--- src/dbm_pkg.sv ---
package dbm_pkg;

    // register map, 16-bit byte addresses on the plain register port
    localparam logic [15:0] DBM_ADDR_MUX_CTRL = 16'h0000;
    localparam logic [15:0] DBM_ADDR_STATUS   = 16'h0002;
    localparam logic [15:0] DBM_ADDR_IO_CH0   = 16'h1f01;
    localparam logic [15:0] DBM_ADDR_IO_CH8   = 16'h9f01;

    // reset values
    localparam logic [7:0] DBM_RST_MUX_CTRL = 8'h00;
    localparam logic [7:0] DBM_RST_IO       = 8'h00;

    // field positions
    localparam int DBM_BIT_CLK_INVERT = 2;  // io control, line clock edge invert
    localparam int DBM_BIT_BUS_EN     = 0;  // mux control, drop bus enable ch0
    localparam int DBM_BIT_STS1_CH8   = 1;  // mux control, ch8 runs sts-1
    localparam int DBM_BIT_STS1_CH0   = 2;  // mux control, ch0 runs sts-1
    localparam int DBM_BIT_UNDERRUN   = 0;  // status, sticky, write 1 to clear
    localparam int DBM_BIT_BUF_VALID  = 1;  // status, buffer holds a bit
    localparam int DBM_BIT_INV_EFF    = 2;  // status, ch8 falling edge active
    localparam int DBM_BIT_BUS_ACTIVE = 3;  // status, pins carry drop bus

    // drop bus bits routed to the shared pins
    localparam int DBM_DROP_BIT_A = 4;
    localparam int DBM_DROP_BIT_B = 5;

    // line clock divider: half period in system clocks
    localparam int          DBM_DIV_W         = 4;
    localparam logic [3:0]  DBM_LINE_DIV_HALF = 4'h2;

    // register port request
    typedef struct packed {
        logic [15:0] addr;
        logic [7:0]  wdata;
        logic        wr;
        logic        rd;
    } dbm_reg_req_s;

    // shared output pins
    typedef struct packed {
        logic pin_d21;  // drop bit 4 or ch8 line data
        logic pin_c21;  // drop bit 5 or ch0 line clock
    } dbm_pins_s;

    // whole state of the mux block
    typedef struct packed {
        logic [7:0]           mux_ctrl;
        logic [7:0]           io_ch0;
        logic [7:0]           io_ch8;
        logic [7:0]           rdata;
        logic                 dclk_s1;
        logic                 dclk_s2;
        logic                 dclk_s3;
        logic                 drop_b4;
        logic                 drop_b5;
        logic [DBM_DIV_W-1:0] div_cnt;
        logic                 line_clk;
        logic                 line_data;
        logic                 underrun;
        dbm_pins_s            pins;
    } dbm_state_s;

endpackage : dbm_pkg

--- src/dbm_pin_mux.sv ---
// Function
// - drop bus enable picks shared pin function
// - enabled, first pin drives drop bit 4
// - enabled, second pin drives drop bit 5
// - drop bits change on drop clock rise
// - disabled, first pin carries ch8 line data
// - disabled, second pin carries ch0 line clock
// - line data updates on line clock rise
// - ch8 io bit 2 selects falling edge
// - ch0 invert bit lives in ch0 io register
// - sts-1 mode always updates on rising edge
`timescale 1ns/1ps
`default_nettype none

module dbm_pin_mux
    import dbm_pkg::*;
(
    input  wire logic        clk,
    input  wire logic        sys_rst,
    input  wire logic [15:0] reg_addr,
    input  wire logic [7:0]  reg_wdata,
    input  wire logic        reg_wr,
    input  wire logic        reg_rd,
    output logic [7:0]       reg_rdata,
    input  wire logic        drop_bus_clock_ch0,
    input  wire logic [7:0]  drop_word,
    input  wire logic        line_bit_ch8,
    input  wire logic        line_bit_valid,
    output logic             line_bit_ready,
    output logic             drop_bus_bit4_ch0,
    output logic             drop_bus_bit5_ch0,
    output logic             line_invert_ch0
);

    dbm_state_s   st_q;
    dbm_state_s   st_d;
    dbm_reg_req_s req;
    logic         buf_data;
    logic         buf_valid;
    logic         buf_pop;
    logic         drop_rise;
    logic         div_wrap;
    logic         line_rise;
    logic         line_fall;
    logic         inv_ch8;
    logic         upd_line;
    logic         bus_en;

    // address match used by both the write and the read decode
    function automatic logic hit(input logic [15:0] a, input logic [15:0] ref_a);
        hit = (a == ref_a);
    endfunction : hit

    // effective falling-edge select, never in sts-1 operation
    function automatic logic eff_invert(input logic [7:0] io, input logic sts1);
        eff_invert = io[DBM_BIT_CLK_INVERT] & ~sts1;
    endfunction : eff_invert

    // bundle the register port
    assign req.addr  = reg_addr;
    assign req.wdata = reg_wdata;
    assign req.wr    = reg_wr;
    assign req.rd    = reg_rd;

    // stream buffer for ch8 serial line bits
    dbm_buf #(
        .W (1),
        .D (2)
    ) u_buf (
        .clk       (clk),
        .sys_rst   (sys_rst),
        .in_data   (line_bit_ch8),
        .in_valid  (line_bit_valid),
        .in_ready  (line_bit_ready),
        .out_data  (buf_data),
        .out_valid (buf_valid),
        .out_ready (buf_pop)
    );

    // drop clock edge from the second and third sync stages
    assign drop_rise = st_q.dclk_s2 & ~st_q.dclk_s3;

    // line clock divider events
    assign div_wrap  = (st_q.div_cnt == DBM_LINE_DIV_HALF - 4'h1);
    assign line_rise = div_wrap & ~st_q.line_clk;
    assign line_fall = div_wrap & st_q.line_clk;

    assign inv_ch8  = eff_invert(st_q.io_ch8, st_q.mux_ctrl[DBM_BIT_STS1_CH8]);
    assign upd_line = inv_ch8 ? line_fall : line_rise;
    assign buf_pop  = upd_line;
    assign bus_en   = st_q.mux_ctrl[DBM_BIT_BUS_EN];

    // next-state logic for the whole block
    always_comb begin
        st_d = st_q;

        // drop clock synchroniser and edge history
        st_d.dclk_s1 = drop_bus_clock_ch0;
        st_d.dclk_s2 = st_q.dclk_s1;
        st_d.dclk_s3 = st_q.dclk_s2;

        // drop bits only on drop clock rise
        if (drop_rise) begin
            st_d.drop_b4 = drop_word[DBM_DROP_BIT_A];
            st_d.drop_b5 = drop_word[DBM_DROP_BIT_B];
        end

        // line clock divider
        if (div_wrap) begin
            st_d.div_cnt  = '0;
            st_d.line_clk = ~st_q.line_clk;
        end else begin
            st_d.div_cnt = st_q.div_cnt + 4'h1;
        end

        // serial data shifts out on update edge
        if (upd_line) begin
            st_d.line_data = buf_valid ? buf_data : 1'b0;
        end

        // register writes
        if (req.wr) begin
            if (hit(req.addr, DBM_ADDR_MUX_CTRL)) begin
                st_d.mux_ctrl = req.wdata;
            end else if (hit(req.addr, DBM_ADDR_IO_CH0)) begin
                st_d.io_ch0 = req.wdata;
            end else if (hit(req.addr, DBM_ADDR_IO_CH8)) begin
                st_d.io_ch8 = req.wdata;
            end else if (hit(req.addr, DBM_ADDR_STATUS)) begin
                if (req.wdata[DBM_BIT_UNDERRUN]) begin
                    st_d.underrun = 1'b0;
                end
            end
        end

        // underrun sticky, set wins over clear
        if (upd_line && !buf_valid) begin
            st_d.underrun = 1'b1;
        end

        // register reads, data valid only in the next cycle
        st_d.rdata = 8'h00;
        if (req.rd) begin
            if (hit(req.addr, DBM_ADDR_MUX_CTRL)) begin
                st_d.rdata = st_q.mux_ctrl;
            end else if (hit(req.addr, DBM_ADDR_IO_CH0)) begin
                st_d.rdata = st_q.io_ch0;
            end else if (hit(req.addr, DBM_ADDR_IO_CH8)) begin
                st_d.rdata = st_q.io_ch8;
            end else if (hit(req.addr, DBM_ADDR_STATUS)) begin
                st_d.rdata[DBM_BIT_UNDERRUN]   = st_q.underrun;
                st_d.rdata[DBM_BIT_BUF_VALID]  = buf_valid;
                st_d.rdata[DBM_BIT_INV_EFF]    = inv_ch8;
                st_d.rdata[DBM_BIT_BUS_ACTIVE] = bus_en;
            end
        end

        // pin function from drop bus enable
        if (bus_en) begin
            // drop bit 4 on first pin
            st_d.pins.pin_d21 = st_q.drop_b4;
            // drop bit 5 on second pin
            st_d.pins.pin_c21 = st_q.drop_b5;
        end else begin
            // ch8 line data on first pin
            st_d.pins.pin_d21 = st_d.line_data;
            // ch0 line clock on second pin
            st_d.pins.pin_c21 = st_d.line_clk;
        end
    end

    // state register
    always_ff @(posedge clk or posedge sys_rst) begin
        if (sys_rst) begin
            st_q          <= '0;
            st_q.io_ch0   <= DBM_RST_IO;
            st_q.io_ch8   <= DBM_RST_IO;
            st_q.mux_ctrl <= DBM_RST_MUX_CTRL;
        end else begin
            st_q <= st_d;
        end
    end

    // outputs straight from flip-flops, except ch0 invert which is gated from two register bits and line_bit_ready decoded from the buffer count
    assign reg_rdata         = st_q.rdata;
    assign drop_bus_bit4_ch0 = st_q.pins.pin_d21;
    assign drop_bus_bit5_ch0 = st_q.pins.pin_c21;
    assign line_invert_ch0   = eff_invert(st_q.io_ch0, st_q.mux_ctrl[DBM_BIT_STS1_CH0]);
endmodule : dbm_pin_mux

`default_nettype wire

--- src/dbm_buf.sv ---
`timescale 1ns/1ps
`default_nettype none

// two-entry buffer with valid/ready on both sides
module dbm_buf
    import dbm_pkg::*;
#(
    parameter int W = 1,
    parameter int D = 2
) (
    input  wire logic         clk,
    input  wire logic         sys_rst,
    input  wire logic [W-1:0] in_data,
    input  wire logic         in_valid,
    output logic              in_ready,
    output logic [W-1:0]      out_data,
    output logic              out_valid,
    input  wire logic         out_ready
);

    localparam int PW = (D > 1) ? $clog2(D) : 1;

    typedef struct packed {
        logic [D-1:0][W-1:0] mem;
        logic [PW-1:0]       wptr;
        logic [PW-1:0]       rptr;
        logic [PW:0]         count;
    } dbm_buf_s;

    dbm_buf_s st_q;
    dbm_buf_s st_d;
    logic     push;
    logic     pop;

    // honest full and empty flags
    assign in_ready  = (st_q.count != (PW+1)'(D));
    assign out_valid = (st_q.count != '0);
    assign out_data  = st_q.mem[st_q.rptr];
    assign push      = in_valid & in_ready;
    assign pop       = out_valid & out_ready;

    // pointer and count update
    always_comb begin
        st_d = st_q;
        if (push) begin
            st_d.mem[st_q.wptr] = in_data;
            st_d.wptr = (st_q.wptr == PW'(D-1)) ? '0 : st_q.wptr + 1'b1;
        end
        if (pop) begin
            st_d.rptr = (st_q.rptr == PW'(D-1)) ? '0 : st_q.rptr + 1'b1;
        end
        st_d.count = st_q.count + (PW+1)'(push) - (PW+1)'(pop);
    end

    // state register
    always_ff @(posedge clk or posedge sys_rst) begin
        if (sys_rst) begin
            st_q <= '0;
        end else begin
            st_q <= st_d;
        end
    end

endmodule : dbm_buf

`default_nettype wire

--- config.mk ---
export PLATFORM = sky130hd
export DESIGN_NAME = dbm_pin_mux
export DESIGN_NICKNAME = d
export VERILOG_FILES = /design/src/dbm_pkg.sv /design/src/dbm_pin_mux.sv /design/src/dbm_buf.sv
export SDC_FILE = /design/constraint.sdc
export NUM_CORES = 1
export LEC_CHECK = 0
export BUFFER_PORTS_ARGS = -buffer_cell sky130_fd_sc_hd__buf_4
export CORE_MARGIN = 2
export CORE_UTILIZATION = 56
export CTS_BUF_LIST = sky130_fd_sc_hd__clkbuf_2 sky130_fd_sc_hd__clkbuf_4 sky130_fd_sc_hd__clkbuf_8
export CTS_CLUSTER_SIZE = 12
export DETAILED_ROUTE_END_ITERATION = 16
export GPL_TIMING_DRIVEN = 0
export PLACE_DENSITY_LB_ADDON = 0.2
export SLEW_MARGIN = 5
export SYNTH_ARGS = -nofsm -noshare
export SYNTH_HDL_FRONTEND = slang
export SYNTH_SLANG_ARGS = --single-unit
--- constraint.sdc ---
create_clock -name clk -period 2.8 [get_ports clk]
set_input_delay 0 -clock clk [delete_from_list [all_inputs] [get_ports clk]]
set_output_delay 0 -clock clk [all_outputs]
set_load 0.02 [all_outputs]
* After elaboration in Yosys (flattened, before gate mapping)
Cells that the tools add are included.
** Word-level totals
- Register bits :: 52
- Logic and storage cells :: 87
** Operators by class
- Equal/unequal tests :: 8
- Add/sub/neg operators :: 5
- Muxes and demuxes :: 26
- Reduce and logical (&&, ||, !) cells :: 12
- Bitwise gates (word level) :: 13
- Order comparisons :: 3
** Operators with widths (count)
- $mux 8 :: 3
- $eq 16x13->1 const B :: 1
- $eq 16x16->1 const B :: 1
- $eq 16x2->1 const B :: 1
- $logic_not 16->1 :: 1
- $mux 1 :: 16
- $mux 4 :: 4
- $reduce_bool 2->1 :: 4
- $and 1x1->1 :: 7
- $ne 2x1->1 const B :: 3
- $not 1->1 :: 6
- $reduce_and 6->1 :: 1
- $add 4x1->4 const B :: 1
- $eq 4x1->1 const B :: 1
- $lt 1x2->1 const B :: 2
- $reduce_and 4->1 :: 1
- $reduce_and 3->1 :: 1
- $add 1x1->1 const B :: 2
- $add 2x1->2 :: 1
- $bwmux 2 :: 1
- $logic_and 1x1->1 :: 2
- $mux 2 :: 1
- $ne 2x2->1 const B :: 1
- $reduce_and 2->1 :: 1
- other kinds (4) :: 4

* Logic depth before layout (Yosys ltp)
- Word-level depth :: 7
- Gate-level depth with buffers :: 9
- Mapped depth without buffers :: 9

* Hierarchy
A second synthesis with hierarchy kept.
** Second synthesis, totals
- Cell total of the unflattened synthesis :: 190
- Area total of the unflattened synthesis :: 2407.3 µm²
** Modules (own cells, without submodules)
- dbm_pin_mux :: area an instance 2079.5 µm², cells each 162, instances 1, sequential area each 1151.1 µm²
- dbm_buf :: area an instance 327.8 µm², cells each 28, instances 1, sequential area each 150.1 µm²

* Least setup slack after synthesis
OpenSTA, ideal clock, no wires.
- Kind :: register to register
- Start point :: register st_q[6] in the netlist's numbering
- End point :: register u_buf.st_q[1] in the netlist's numbering
- Data required time :: 2.720 ns
- Arrival time :: 2.008 ns
- Setup time :: 0.080 ns
- Stages on the path, launching flop included :: 10
- Setup slack :: 0.712 ns
- Period minus slack after synthesis :: 2.088 ns
- Cell sequence :: dfrtp_1 nand2b_1 or3_1 or3_1 inv_1 ha_1 inv_1 ha_1 xnor2_1 xnor2_1
** RTL lines
- start: declaration :: line dbm_pin_mux.sv:35 : dbm_state_s st_q;
- start signal: assignment :: line dbm_pin_mux.sv:180 : st_q <= st_d;
- end signal: assignment :: line dbm_buf.sv:60 : st_q <= st_d;
- end: declaration :: line dbm_buf.sv:30 : dbm_buf_s st_q;

==> flow_metrics.tcl <==
set metrics [dict create \
    vias 1608 \
    hold_end "u_buf.st_q[3]$_DFFE_PP0P_" \
    yosysWarnings 0 \
    cts_sinks 52 \
    fin_nets 282 \
    wl_per_cell_um 16.1 \
    grt_max_degree 31 \
    path_max_fanout 5 \
    pin_count 51 \
    port_buffers 43 \
    grt_use_met2 0.404 \
    reg2reg_slack_ns 0.53 \
    grt_use_met3 0.0519 \
    syn_nets 218 \
    critical_path_required_ns 3.03 \
    post_synth.cell_area_avg_um2 13.3 \
    arrival_ns 2.50 \
    worstMarginPinSlew_ns 0.853 \
    cts_htree_levels 2 \
    rr_startpoint "st_q[6]$_DFF_PP0_" \
    ff_latch_area_um2 1300 \
    dieArea_um2 4750 \
    fmax_ghz 0.440 \
    clock_skew_ns 0.00322 \
    wl_um 4710 \
    yosysUniqueCellTypes 36 \
    min_path_cells 3 \
    cts_tree "yes" \
    critPathCaptureType "flip-flop" \
    hp-class "input pin to flip-flop" \
    antenna_found_initial 0 \
    fin_tns_setup_ns 0 \
    dp_slack_ns 0.530 \
    grt_pass1_wl_um 7470 \
    cts-buffers-inserted 5 \
    top_usage_layer "met2" \
    drt_iter0_drc 37 \
    syn_inst 177 \
    synth_edf_count 0 \
    dieWidth_um 68.9 \
    drive_gt1_frac 0.384 \
    slew_viol_final 0 \
    overflow 0 \
    met1_usage 0.260 \
    hold_viol 0 \
    ys_ff_latch 52 \
    dpl.hpwl_um 3490 \
    clkTransAtPathRegs_ns 0.09 \
    setup_viol_count_final 0 \
    vias_per_cell 5.51 \
    cts_resized 0 \
    worstSkewPairLatency_ns 0.30 \
    rows 23 \
    area.growth.synth_to_final_pct 26.8 \
    grt_usage 0.220 \
    finalWorstSetupSlack_ns 0.526 \
    post-route-util 0.743 \
    synthArstFlopShare 1.00 \
    gp_congestion 0.783 \
    drtAntennaViolNets 0 \
    core_area_um2 4030 \
    vdd_drop_max_uv 498 \
    fp.dieH_um 68.9 \
    power_density_nw_per_um2 550 \
    slew_headroom 0.427 \
    r2r.worst_path.cells 9 \
    drc_errors 0 \
    initial_core_util 0.585 \
    synth.cell_area_um2 2360 \
    multi_input_area_um2 963 \
    p_leak_uw 0.00146 \
    min_period_ns 2.27 \
    final_common_cell "dfrtp_1" \
    min-delay-start "line_bit_valid" \
    fin_crit_sh 0.812 \
    diodes 0 \
    critical_path.startpoint_type "flip-flop" \
    r2r-end "u_buf.st_q[1]$_DFF_PP0_" \
    ys.flop_type "dfrtp_1" \
    maxCapViolCount 0 \
    cts_root_buffer "clkbuf_8" \
    cts_buffer_depth 2 \
    status "finished, final reports clean" \
    mostFrequentLayoutCells "52 x dfrtp_1, 51 x buf_4, 18 x mux2_2" \
    path_class "flip-flop to flip-flop" \
    first_pass_iters 4 \
    rsz0062_at_grt "no" \
    fillers 277 \
    first_global_vias 1659 \
    seq_area_frac_synth 0.552 \
]
==> cell type report <==
cell class | count | share of cell area
multi-input combinational | 108 | 0.322
clock inverter | 1 | 0.00251
timing repair buffer | 57 | 0.158
tap | 50 | 0.0209
clock buffer | 7 | 0.0301
sequential | 52 | 0.435
buffer | 10 | 0.0226
inverter | 7 | 0.00878
==> routing by layer <==
| layer | wire, µm | part of all wire | up-vias |
|---|---|---|---|
| met5 | 0 | 0 | - |
| met4 | 11 | 0.0023 | 0 |
| met3 | 226 | 0.048 | 2 |
| met2 | 2490 | 0.53 | 47 |
| met1 | 1990 | 0.42 | 802 |
| li1 | - | - | 757 |
==> worst max-delay path by stage <==
stage                                 start                       to  slack (ns)
final                     st_q[6]$_DFF_PP0_  u_buf.st_q[1]$_DFF_PP0_        0.53
after global routing      st_q[6]$_DFF_PP0_  u_buf.st_q[1]$_DFF_PP0_        0.39
after CTS                 st_q[6]$_DFF_PP0_  u_buf.st_q[1]$_DFF_PP0_        0.51
after detailed placement  st_q[6]$_DFF_PP0_  u_buf.st_q[1]$_DFF_PP0_        0.53
after global placement    st_q[6]$_DFF_PP0_  u_buf.st_q[1]$_DFF_PP0_        0.62
after floorplan           st_q[6]$_DFF_PP0_  u_buf.st_q[1]$_DFF_PP0_        0.71
==> cells by family after synthesis <==
family                     share of synthesized area
AOI/OAI and AO/OA                             0.0504
adders and majority gates                     0.0106
DFF                                            0.552
xor gates and xnor gates                      0.0297
buffers and inverters                         0.0398
and+or+nand+nor                                0.128
muxes                                          0.189
==> where the power goes <==
group | internal (µW) | switching, µW | leakage (µW)
combinational | 178 | 163 | 0.000721
clock | 211 | 229 | 0.0000479
sequential | 820 | 44.2 | 0.000690
==> worst max-delay path, stage by stage, from the launching register on <==
cell	delay, ns
dfrtp_1	0.41
nand2b_1	0.17
or3_1	0.39
or3_1	0.44
inv_1	0.08
ha_1	0.22
inv_1	0.05
ha_1	0.16
xnor2_1	0.15
xnor2_1	0.14
==> Yosys cell counts (2+ instances only) <==
library cell / number / area (µm²)
mux2_4: 8 / 120
dfrtp_1: 52 / 1300
nand2_1: 5 / 18.8
nor2_1: 8 / 30.0
nand3_1: 3 / 15.0
o2bb2ai_1: 4 / 35.0
nand4_1: 5 / 31.3
o22a_1: 3 / 26.3
inv_1: 7 / 26.3
or3_1: 2 / 12.5
or2_2: 2 / 12.5
nand2b_1: 3 / 18.8
mux2_1: 3 / 33.8
buf_4: 8 / 60.1
a21oi_1: 3 / 15.0
clkbuf_1: 2 / 7.51
mux2i_1: 9 / 90.1
mux2_2: 18 / 203
nor2b_1: 3 / 18.8
xnor2_1: 8 / 70.1
nor4_4: 3 / 63.8
o21ai_0: 3 / 15.0
ha_1: 2 / 25.0
==> repair_timing <==
item	CTS	global route
endpoints found under the hold margin	51	0
buffers inserted	0	0
hold buffers	13	0
==> sequential cells by signal (all words and copies together), names as in the netlist <==
signal             cells
drop_bus_bit5_ch0      1
st_q                  33
reg_rdata              8
u_buf.st_q             6
drop_bus_bit4_ch0      1
bus_en                 1
st_d                   2
==> through the flow <==
step / hold WS [ns] / std cells / power (µW) / instance area, µm²
floorplan: 0.0314 / 177 / 1090 / 2360
global placement: 0.111 / 270 / 1180 / 2740
detailed placement: 0.0551 / 271 / 1210 / 2760
CTS: 0.0323 / 292 / 1660 / 2990
global route: 0.0631 / 292 / 1720 / 2990
finish: 0.0315 / 292 / 1650 / 2990
(Power assumes the default switching activity.)
